File: config.mk
export PLATFORM = sky130hd
export DESIGN_NAME = lcd_vcomp
export DESIGN_NICKNAME = d
export VERILOG_FILES = /design/src/lcd_vcomp_pkg.sv /design/src/lcd_vcomp.sv
export SDC_FILE = /design/constraint.sdc
export NUM_CORES = 1
export LEC_CHECK = 0
export BUFFER_PORTS_ARGS = -buffer_cell sky130_fd_sc_hd__clkbuf_2
export CAP_MARGIN = 15
export CORE_MARGIN = 2
export CORE_UTILIZATION = 45
export CTS_CLUSTER_SIZE = 25
export DETAILED_ROUTE_END_ITERATION = 10
export GPL_TIMING_DRIVEN = 0
export PLACE_DENSITY = 0.71
export SETUP_SLACK_MARGIN = 0.1
export SLEW_MARGIN = 20
export SYNTH_ARGS = -nofsm -noshare
export SYNTH_HDL_FRONTEND = slang
export SYNTH_SLANG_ARGS = --single-unit
export TNS_END_PERCENT = 20
File: constraint.sdc
create_clock -name aclk -period 7.7 [get_ports aclk]
set_clock_uncertainty 0.05 [all_clocks]
set_input_delay 1.54 -clock aclk [delete_from_list [all_inputs] [get_ports aclk]]
set_output_delay 1.54 -clock aclk [all_outputs]
set_load 0.01 [all_outputs]
File: src/lcd_vcomp_pkg.sv
// Constants, register map and types for the LCD voltage setpoint and temperature compensation.
// Assumes a 100 MHz system clock and an AXI4-Lite master with 32-bit data.
package lcd_vcomp_pkg;

    // ****************************************************************
    // Clock and timing
    // ****************************************************************
    localparam int unsigned CLK_HZ         = 100_000_000;
    localparam int unsigned MEAS_TIME_MS   = 8;
    localparam int unsigned MEAS_CYCLES    = MEAS_TIME_MS * (CLK_HZ / 1000);
    localparam int unsigned PERIOD_TIME_S  = 1;
    localparam int unsigned PERIOD_CYCLES  = PERIOD_TIME_S * CLK_HZ;
    localparam int          TICK_W         = 27;
    localparam int          CONV_W         = 20;

    // ****************************************************************
    // Register offsets (byte addresses)
    // ****************************************************************
    localparam logic [7:0] OFF_CTRL        = 8'h00;
    localparam logic [7:0] OFF_CODE_CHAR   = 8'h04;
    localparam logic [7:0] OFF_CODE_ICON   = 8'h08;
    localparam logic [7:0] OFF_SLOPE       = 8'h0C;
    localparam logic [7:0] OFF_TEMP        = 8'h10;
    localparam logic [7:0] OFF_STATUS      = 8'h14;

    // ****************************************************************
    // Control field positions
    // ****************************************************************
    localparam int BIT_PUMP_EN     = 0;
    localparam int BIT_MULT_LO     = 1;
    localparam int BIT_MEAS_EN     = 3;
    localparam int BIT_FILT_EN     = 4;
    localparam int BIT_COMP_EN     = 5;
    localparam int BIT_ICON_MODE   = 6;
    localparam int BIT_EXT_SUPPLY  = 7;
    localparam int SLOPE_W         = 3;
    localparam int STAT_SETPT_LO   = 16;
    localparam int STAT_BUSY       = 31;

    // ****************************************************************
    // Reset values
    // ****************************************************************
    localparam logic [7:0]  RST_CTRL   = 8'h00;
    localparam logic [8:0]  RST_CODE   = 9'h000;
    localparam logic [11:0] RST_SLOPE  = 12'h000;
    localparam logic [7:0]  TEMP_NONE  = 8'hFF;

    // ****************************************************************
    // Voltage scale and compensation regions
    // ****************************************************************
    localparam int          VLCD_BASE_MV = 4000;
    localparam int          VLCD_STEP_MV = 30;
    localparam int          VLCD_MAX_MV  = 16000;
    localparam logic [9:0]  SETPT_MAX    = 10'((VLCD_MAX_MV - VLCD_BASE_MV) / VLCD_STEP_MV);
    localparam logic [7:0]  REG1_TOP     = 8'h30;
    localparam logic [7:0]  REG2_TOP     = 8'h60;
    localparam logic [7:0]  REG3_TOP     = 8'h8F;
    localparam logic [7:0]  REG4_TOP     = 8'hE6;
    localparam logic [1:0]  RESP_OKAY    = 2'h0;
    localparam logic [1:0]  RESP_SLVERR  = 2'h2;

    typedef enum logic [1:0] {
        M_IDLE = 2'b00,
        M_CONV = 2'b01,
        M_LOAD = 2'b11
    } meas_t;

endpackage

File: src/lcd_vcomp.sv
// LCD supply setpoint control: pump settings, voltage codes, temperature readout and
// piecewise-linear temperature compensation, reached over AXI4-Lite.
// Assumes the sensor code input is stable whenever conversion is requested and for 8 ms.
//
// Behaviour
// - Pump runs only while enabled; 2-bit multiplier.
// - Two 9-bit codes: character and icon mode.
// - Setpoint is code plus factor, 30 mV steps.
// - Factor is 9-bit signed, zero at 20 C.
// - Codes span 0..1FFh; setpoint clamped at 16 V.
// - Sensor gives 8-bit temperature, readable by host.
// - Celsius equals 0.6275 times value minus 40.
// - Temperature resets to FFh meaning no measurement.
// - Measure every second while enabled, 8 ms each.
// - Optional smoothing filter on temperature results.
// - Offset applied only when compensation enabled.
// - Four regions, each with own 3-bit slope.
// - Slope codes decode to eight fixed factors.
// - Values 0..48 use first and second slopes.
// - Values 49..96 use second slope only.
// - Values 97..143 use third slope.
// - Values 144..230 use third and fourth slopes.
// - From 231 to 254 factor is held; FFh gives zero.
// - External supply ignores codes and compensation.
`timescale 1ns/1ps

module lcd_vcomp #(
    parameter int unsigned MEAS_CYC   = lcd_vcomp_pkg::MEAS_CYCLES,
    parameter int unsigned PERIOD_CYC = lcd_vcomp_pkg::PERIOD_CYCLES
) (
    // Clock and reset
    input  wire logic        aclk,
    input  wire logic        aresetn,
    // AXI4-Lite write address
    input  wire logic [7:0]  s_axi_awaddr,
    input  wire logic        s_axi_awvalid,
    output logic             s_axi_awready,
    // AXI4-Lite write data
    input  wire logic [31:0] s_axi_wdata,
    input  wire logic [3:0]  s_axi_wstrb,
    input  wire logic        s_axi_wvalid,
    output logic             s_axi_wready,
    // AXI4-Lite write response
    output logic [1:0]       s_axi_bresp,
    output logic             s_axi_bvalid,
    input  wire logic        s_axi_bready,
    // AXI4-Lite read address
    input  wire logic [7:0]  s_axi_araddr,
    input  wire logic        s_axi_arvalid,
    output logic             s_axi_arready,
    // AXI4-Lite read data
    output logic [31:0]      s_axi_rdata,
    output logic [1:0]       s_axi_rresp,
    output logic             s_axi_rvalid,
    input  wire logic        s_axi_rready,
    // Temperature sensor
    input  wire logic [7:0]  sensor_code,
    output logic             sensor_active,
    // Charge pump and regulator
    output logic             pump_enable,
    output logic [1:0]       pump_multiplier_sel,
    output logic             internal_supply,
    output logic [9:0]       lcd_setpoint_code
);
    import lcd_vcomp_pkg::*;

    // ****************************************************************
    // State
    // ****************************************************************
    typedef struct packed {
        logic              aw_have;
        logic [7:0]        aw_addr;
        logic              w_have;
        logic [31:0]       w_data;
        logic [3:0]        w_strb;
        logic              bvalid;
        logic [1:0]        bresp;
        logic              rvalid;
        logic [31:0]       rdata;
        logic [1:0]        rresp;
        logic [7:0]        ctrl;
        logic [8:0]        code_char;
        logic [8:0]        code_icon;
        logic [11:0]       slope;
        logic [7:0]        temp;
        meas_t             meas;
        logic [TICK_W-1:0] tick;
        logic [CONV_W-1:0] conv;
        logic [8:0]        factor;
        logic [9:0]        setpoint;
    } state_t;

    state_t st_r;
    state_t st_nxt;

    // ****************************************************************
    // Helpers
    // ****************************************************************
    function automatic logic reg_mapped(input logic [7:0] a);
        reg_mapped = (a == OFF_CTRL) || (a == OFF_CODE_CHAR) || (a == OFF_CODE_ICON) ||
                     (a == OFF_SLOPE) || (a == OFF_TEMP) || (a == OFF_STATUS);
    endfunction

    function automatic logic [31:0] merge(input logic [31:0] old, input logic [31:0] nw,
                                          input logic [3:0] strb);
        logic [31:0] m;
        m = {{8{strb[3]}}, {8{strb[2]}}, {8{strb[1]}}, {8{strb[0]}}};
        merge = (old & ~m) | (nw & m);
    endfunction

    // Slope factor in eighths, so every table entry is an exact integer.
    function automatic logic signed [13:0] slope8(input logic [2:0] code);
        unique case (code)
            3'h0: slope8 = 14'sd0;
            3'h1: slope8 = -14'sd1;
            3'h2: slope8 = -14'sd2;
            3'h3: slope8 = -14'sd4;
            3'h4: slope8 = -14'sd10;
            3'h5: slope8 = 14'sd1;
            3'h6: slope8 = 14'sd2;
            3'h7: slope8 = 14'sd4;
        endcase
    endfunction

    // ****************************************************************
    // Next state
    // ****************************************************************
    logic              aw_take;
    logic              w_take;
    logic              ar_take;
    logic [31:0]       wr_word;
    logic [31:0]       old_word;
    logic signed [13:0] sa;
    logic signed [13:0] sb;
    logic signed [13:0] sc;
    logic signed [13:0] sd;
    logic signed [13:0] t;
    logic signed [13:0] acc8;
    logic signed [13:0] rnd;
    logic signed [10:0] sum;
    logic [8:0]        active;
    logic [7:0]        sample;

    assign s_axi_awready = !st_r.aw_have && !st_r.bvalid;
    assign s_axi_wready  = !st_r.w_have && !st_r.bvalid;
    assign s_axi_arready = !st_r.rvalid;

    always_comb begin
        st_nxt   = st_r;
        aw_take  = s_axi_awvalid && s_axi_awready;
        w_take   = s_axi_wvalid && s_axi_wready;
        ar_take  = s_axi_arvalid && s_axi_arready;
        old_word = 32'h0000_0000;
        wr_word  = 32'h0000_0000;
        sample   = sensor_code;

        // Write channel: address and data are taken independently, in either order.
        if (aw_take) begin
            st_nxt.aw_have = 1'b1;
            st_nxt.aw_addr = s_axi_awaddr;
        end
        if (w_take) begin
            st_nxt.w_have = 1'b1;
            st_nxt.w_data = s_axi_wdata;
            st_nxt.w_strb = s_axi_wstrb;
        end
        if (st_r.aw_have && st_r.w_have) begin
            st_nxt.aw_have = 1'b0;
            st_nxt.w_have  = 1'b0;
            st_nxt.bvalid  = 1'b1;
            st_nxt.bresp   = reg_mapped(st_r.aw_addr) ? RESP_OKAY : RESP_SLVERR;
            unique case (st_r.aw_addr)
                OFF_CTRL:      old_word = {24'h0, st_r.ctrl};
                OFF_CODE_CHAR: old_word = {23'h0, st_r.code_char};
                OFF_CODE_ICON: old_word = {23'h0, st_r.code_icon};
                OFF_SLOPE:     old_word = {20'h0, st_r.slope};
                default:       old_word = 32'h0000_0000;
            endcase
            wr_word = merge(old_word, st_r.w_data, st_r.w_strb);
            unique case (st_r.aw_addr)
                OFF_CTRL:      st_nxt.ctrl      = wr_word[7:0];
                OFF_CODE_CHAR: st_nxt.code_char = wr_word[8:0];
                OFF_CODE_ICON: st_nxt.code_icon = wr_word[8:0];
                OFF_SLOPE:     st_nxt.slope     = wr_word[11:0];
                default:       st_nxt.slope     = st_r.slope;
            endcase
        end
        if (st_r.bvalid && s_axi_bready) begin
            st_nxt.bvalid = 1'b0;
        end

        // Read channel: one-cycle registered answer.
        if (ar_take) begin
            st_nxt.rvalid = 1'b1;
            st_nxt.rresp  = reg_mapped(s_axi_araddr) ? RESP_OKAY : RESP_SLVERR;
            unique case (s_axi_araddr)
                OFF_CTRL:      st_nxt.rdata = {24'h0, st_r.ctrl};
                OFF_CODE_CHAR: st_nxt.rdata = {23'h0, st_r.code_char};
                OFF_CODE_ICON: st_nxt.rdata = {23'h0, st_r.code_icon};
                OFF_SLOPE:     st_nxt.rdata = {20'h0, st_r.slope};
                OFF_TEMP:      st_nxt.rdata = {24'h0, st_r.temp};
                OFF_STATUS:    st_nxt.rdata = {st_r.meas != M_IDLE, 5'h0, st_r.setpoint,
                                               7'h0, st_r.factor};
                default:       st_nxt.rdata = 32'h0000_0000;
            endcase
        end else if (st_r.rvalid && s_axi_rready) begin
            st_nxt.rvalid = 1'b0;
        end

        // ************************************************************
        // Periodic measurement
        // ************************************************************
        // The tick restarts at zero whenever measurement is off, so enabling it
        // starts a conversion at once rather than up to a second later.
        if (!st_r.ctrl[BIT_MEAS_EN]) begin
            st_nxt.tick = '0;
        end else if (st_r.tick == TICK_W'(PERIOD_CYC - 1)) begin
            st_nxt.tick = '0;
        end else begin
            st_nxt.tick = st_r.tick + TICK_W'(1);
        end
        unique case (st_r.meas)
            M_IDLE: begin
                if (st_r.ctrl[BIT_MEAS_EN] && st_r.tick == '0) begin
                    st_nxt.meas = M_CONV;
                    st_nxt.conv = '0;
                end
            end
            M_CONV: begin
                if (st_r.conv == CONV_W'(MEAS_CYC - 1)) begin
                    st_nxt.meas = M_LOAD;
                end else begin
                    st_nxt.conv = st_r.conv + CONV_W'(1);
                end
            end
            M_LOAD: begin
                st_nxt.meas = M_IDLE;
                // Filter weights the new sample by a quarter; the first result is taken raw.
                if (st_r.ctrl[BIT_FILT_EN] && st_r.temp != TEMP_NONE) begin
                    st_nxt.temp = 8'(({2'b00, st_r.temp} * 10'd3 + {2'b00, sample}
                                      + 10'd2) >> 2);
                end else begin
                    st_nxt.temp = sample;
                end
            end
            default: st_nxt.meas = M_IDLE;
        endcase

        // ************************************************************
        // Compensation factor
        // ************************************************************
        sa = slope8(st_r.slope[0*SLOPE_W +: SLOPE_W]);
        sb = slope8(st_r.slope[1*SLOPE_W +: SLOPE_W]);
        sc = slope8(st_r.slope[2*SLOPE_W +: SLOPE_W]);
        sd = slope8(st_r.slope[3*SLOPE_W +: SLOPE_W]);
        t  = $signed({6'h00, st_r.temp});
        if (st_r.temp <= REG1_TOP) begin
            acc8 = -(14'sd48 * sb) - (14'sd48 - t) * sa;
        end else if (st_r.temp <= REG2_TOP) begin
            acc8 = -(14'sd96 - t) * sb;
        end else if (st_r.temp <= REG3_TOP) begin
            acc8 = (t - 14'sd96) * sc;
        end else if (st_r.temp <= REG4_TOP) begin
            acc8 = 14'sd47 * sc + (t - 14'sd143) * sd;
        end else begin
            acc8 = 14'sd47 * sc + 14'sd88 * sd;
        end
        rnd = (acc8 + 14'sd4) >>> 3;
        if (!st_r.ctrl[BIT_COMP_EN] || st_r.temp == TEMP_NONE) begin
            st_nxt.factor = 9'h000;
        end else if (rnd > 14'sd255) begin
            st_nxt.factor = 9'h0FF;
        end else if (rnd < -14'sd256) begin
            st_nxt.factor = 9'h100;
        end else begin
            st_nxt.factor = rnd[8:0];
        end

        // ************************************************************
        // Setpoint
        // ************************************************************
        active = st_r.ctrl[BIT_ICON_MODE] ? st_r.code_icon : st_r.code_char;
        sum    = $signed({2'b00, active}) + $signed({{2{st_r.factor[8]}}, st_r.factor});
        if (st_r.ctrl[BIT_EXT_SUPPLY]) begin
            st_nxt.setpoint = 10'h000;
        end else if (sum < 11'sd0) begin
            st_nxt.setpoint = 10'h000;
        end else if (sum > $signed({1'b0, SETPT_MAX})) begin
            st_nxt.setpoint = SETPT_MAX;
        end else begin
            st_nxt.setpoint = sum[9:0];
        end
    end

    // ****************************************************************
    // Registers
    // ****************************************************************
    always_ff @(posedge aclk) begin
        if (!aresetn) begin
            st_r           <= '0;
            st_r.ctrl      <= RST_CTRL;
            st_r.code_char <= RST_CODE;
            st_r.code_icon <= RST_CODE;
            st_r.slope     <= RST_SLOPE;
            st_r.temp      <= TEMP_NONE;
            st_r.meas      <= M_IDLE;
        end else begin
            st_r <= st_nxt;
        end
    end

    // ****************************************************************
    // Outputs
    // ****************************************************************
    assign s_axi_bresp         = st_r.bresp;
    assign s_axi_bvalid        = st_r.bvalid;
    assign s_axi_rdata         = st_r.rdata;
    assign s_axi_rresp         = st_r.rresp;
    assign s_axi_rvalid        = st_r.rvalid;
    assign sensor_active       = st_r.meas == M_CONV;
    // The pump follows its bit alone; software must keep it off with external supply.
    assign pump_enable         = st_r.ctrl[BIT_PUMP_EN];
    assign pump_multiplier_sel = st_r.ctrl[BIT_MULT_LO +: 2];
    assign internal_supply     = !st_r.ctrl[BIT_EXT_SUPPLY];
    assign lcd_setpoint_code   = st_r.setpoint;

endmodule

==> flow_metrics.env <==
export IMPL_run_status="finished, violations left"
export IMPL_failed_checks="negative setup slack"
export IMPL_htreeDepth=4
export IMPL_synth_top_area_share=0.201
export IMPL_power_frac_seq=0.495
export IMPL_drive_gt1_frac=0.140
export IMPL_place_inst=3303
export IMPL_via_per_inst=5.37
export IMPL_grt_pass1_wl_um=94500
export IMPL_fin_util=0.514
export IMPL_p_sw_mw=0.511
export IMPL_clock_path_buffers=2
export IMPL_drc_errors=0
export IMPL_p_sw_frac=0.257
export IMPL_r2r_end="st_r[11]"
export IMPL_cp_max_fo=8
export IMPL_fp_coreArea_um2=48800
export IMPL_power_total_mw=1.99
export IMPL_hold_path_class="flop to flop"
export IMPL_netlist_area_um2=22200
export IMPL_cp_end_kind="flop"
export IMPL_fin_crit_sh=1.03
export IMPL_crit_type="flop to flop"
export IMPL_final_area_um2=25100
export IMPL_antenna_found_initial=2
export IMPL_rows=81
export IMPL_synth_edf_count=0
export IMPL_whs_ps=405
export IMPL_dr_pass1_iters=6
export IMPL_worstHoldPathCells=2
export IMPL_io_buffers=88
export IMPL_synth_seq_cells=185
export IMPL_layout_commonest_cell="inv_1"
export IMPL_area_growth_pct=13.1
export IMPL_wire_per_inst_um=17.1
export IMPL_synthFlopType="dfxtp_1"
export IMPL_synth_top_area_cell="fa_1"
export IMPL_cp_arrival_ps=8170
export IMPL_hp_start="st_r[190]"
export IMPL_grt_total_usage=0.231
export IMPL_numCtsBuffers=17
export IMPL_initial_core_util=0.454
export IMPL_crit_slowest_cell="fa_1"
export IMPL_powerDensity_nw_per_um2=79.4
export IMPL_critPathLaunchType="flop"
export IMPL_setup_viol=8
export IMPL_rrSetupSlack_ps=-200
export IMPL_io_pin_count=123
export IMPL_yosysWarnings=0
export IMPL_startpoint="st_r[69]"
export IMPL_avgSynthCellArea_um2=8.74
export IMPL_holdBufCountCts=0
export IMPL_seq_area_frac_synth=0.167
export IMPL_internal_power_mw=1.48
export IMPL_die_h_um=226
export IMPL_setup_ws_ps=-200
export IMPL_fin_tns_setup_ps=-1460
export IMPL_final_nets=3253
export IMPL_crit_top_cell="fa_1"
export IMPL_cts_sinks=185
export IMPL_slew_headroom=0.424
export IMPL_cts_tree="done"
export IMPL_max_cap_violations=0
export IMPL_root_buffer="clkbuf_16"
export IMPL_ys_types=106
export IMPL_hold_viol_final=0
export IMPL_drt_total_wl_um=57800
export IMPL_die_x_um=226
export IMPL_period_needed_ps=7900
export IMPL_ant_nets=0
export IMPL_insertedDiodeCount=0
export IMPL_final_cell_mix="368 x inv_1, 256 x ha_1, 222 x fa_1"
export IMPL_ys_top_cells_by_area="fa_1 20%, dfxtp_1 17%, ha_1 15%"
export IMPL_clock_latency_ps=450
export IMPL_num_vias=18106
export IMPL_p_comb_frac=0.077
export IMPL_overflow=0
export IMPL_tightest_slew_ps=861
export IMPL_grt_pass1_vias=18547
export IMPL_path_clk_slew_ps=70
export IMPL_drtIter0Drc=1156
export IMPL_pre_cts_ws_ps=-1070
export IMPL_min_to="st_r[190]"
export IMPL_grt_max_degree=18
export IMPL_power_frac_clock=0.428
export IMPL_syn_inst=2539
export IMPL_ys_async_sr_fraction=0
export IMPL_rsz0062_at_grt="yes"
export IMPL_vdd_drop_max_v=0.000158
export IMPL_rr_startpoint="st_r[69]"
export IMPL_globalplace_congestion=0.974
export IMPL_slew_viol_final=0
export IMPL_max_freq_mhz=127
export IMPL_leakagePower_nw=11.8
export IMPL_worstPathRequired_ps=7970
export IMPL_ff2ff_path_depth=32
export IMPL_place_hpwl_um=47200
export IMPL_max_stage_delay_ps=560
export IMPL_die_area_um2=51100
export IMPL_dpl_instance_area_um2=23600
export IMPL_stdcell_count=3372
## routing by layer
metal / routed length [um] / share of wire / vias up / track usage
li1: - / - / 8582 / -
met1: 24400 / 0.42 / 8908 / 0.295
met2: 28300 / 0.49 / 515 / 0.398
met3: 3370 / 0.058 / 97 / 0.0383
met4: 1630 / 0.028 / 4 / 0.0758
met5: 21 / 0.00036 / - / 0
## worst max-delay path by stage
stage               end  slack, ps
2_1_floorplan  st_r[14]        110
3_3_place_gp   st_r[17]      -1000
3_5_place_dp   st_r[17]      -1070
4_1_cts        st_r[17]       -120
5_1_grt        st_r[14]       -490
6_report       st_r[11]       -200
## sequential cells by signal (all words and copies together), names as in the netlist
| name | count |
|---|---|
| sb | 5 |
| sc | 5 |
| s_axi_bresp | 1 |
| s_axi_bvalid | 1 |
| st_r | 125 |
| sd | 5 |
| s_axi_rdata | 23 |
| lcd_setpoint_code | 10 |
| sa | 5 |
| s_axi_rresp | 1 |
| pump_enable | 1 |
| pump_multiplier_sel | 2 |
| s_axi_rvalid | 1 |
## timing repair
| item | 4_1_cts | 5_1_grt |
|---|---|---|
| pin swaps | 53 | 8 |
| setup endpoints to repair | 9 | 9 |
| setup buffers | 35 | 3 |
| gates resized for setup | 90 | 24 |
## synth_stat cells, drive strengths merged, types with 4 or more instances
| library cell | count |
|---|---|
| nor4b | 7 |
| clkbuf | 56 |
| nand4 | 14 |
| and3 | 14 |
| ha | 268 |
| mux2i | 26 |
| nand2b | 19 |
| a31oi | 6 |
| nand3b | 5 |
| a21o | 18 |
| or4 | 5 |
| xor2 | 66 |
| a211oi | 52 |
| a21oi | 131 |
| or3 | 14 |
| nor3b | 11 |
| o211ai | 16 |
| fa | 223 |
| o21a | 9 |
| nor4 | 11 |
| o21ai | 60 |
| o21bai | 19 |
| inv | 379 |
| nor2b | 22 |
| a222oi | 8 |
| o211a | 4 |
| xnor2 | 124 |
| dfxtp | 185 |
| a311oi | 4 |
| mux2 | 11 |
| buf | 70 |
| nor3 | 26 |
| a2111oi | 4 |
| nand2 | 222 |
| nand3 | 38 |
| and2 | 67 |
| and4 | 7 |
| a22oi | 13 |
| mux4 | 8 |
| nor2 | 223 |
| o31ai | 11 |
| or2 | 8 |
| a22o | 9 |
## power by group through the flow
stage | clock (mW) | combinational [mW] | sequential, mW
3_3_place_gp | 0 | 0.147 | 1.01
3_5_place_dp | 0 | 0.151 | 1.01
6_report | 0.852 | 0.154 | 0.985
2_1_floorplan | 0 | 0.0992 | 1.00
4_1_cts | 0.866 | 0.152 | 0.985
5_1_grt | 0.904 | 0.170 | 0.986
## logic make-up after synthesis
logic type,after synthesis,synth area share
XOR/XNOR,192,0.0797
buffers and inverters,506,0.0976
other,1,0.000169
AO/OA/AOI/OAI,399,0.122
adder cells (fa/ha/maj),491,0.352
multiplexers,45,0.0254
AND/OR/NAND/NOR,720,0.156
flip-flops,185,0.167
## area by class of cell
cell class,instances,area [um2]
flip-flops and latches,185,3730
inverters,380,1480
repair buffers,127,734
clock buffers,17,425
well taps,664,831
clock inverters,15,146
plain buffers,125,811
fillers,4577,23800
multi-input cells,1859,16900
## critical path: cells and delay by family, from the launching register on
family	cells	cell delay [ps]
simple gates	7	1500
flops	1	370
buf+inv	6	650
fa+ha+maj	8	3230
compound gates	9	1690
mux	1	150
xor+xnor	1	140
No activity file was read; power rests on OpenSTA's default activity.
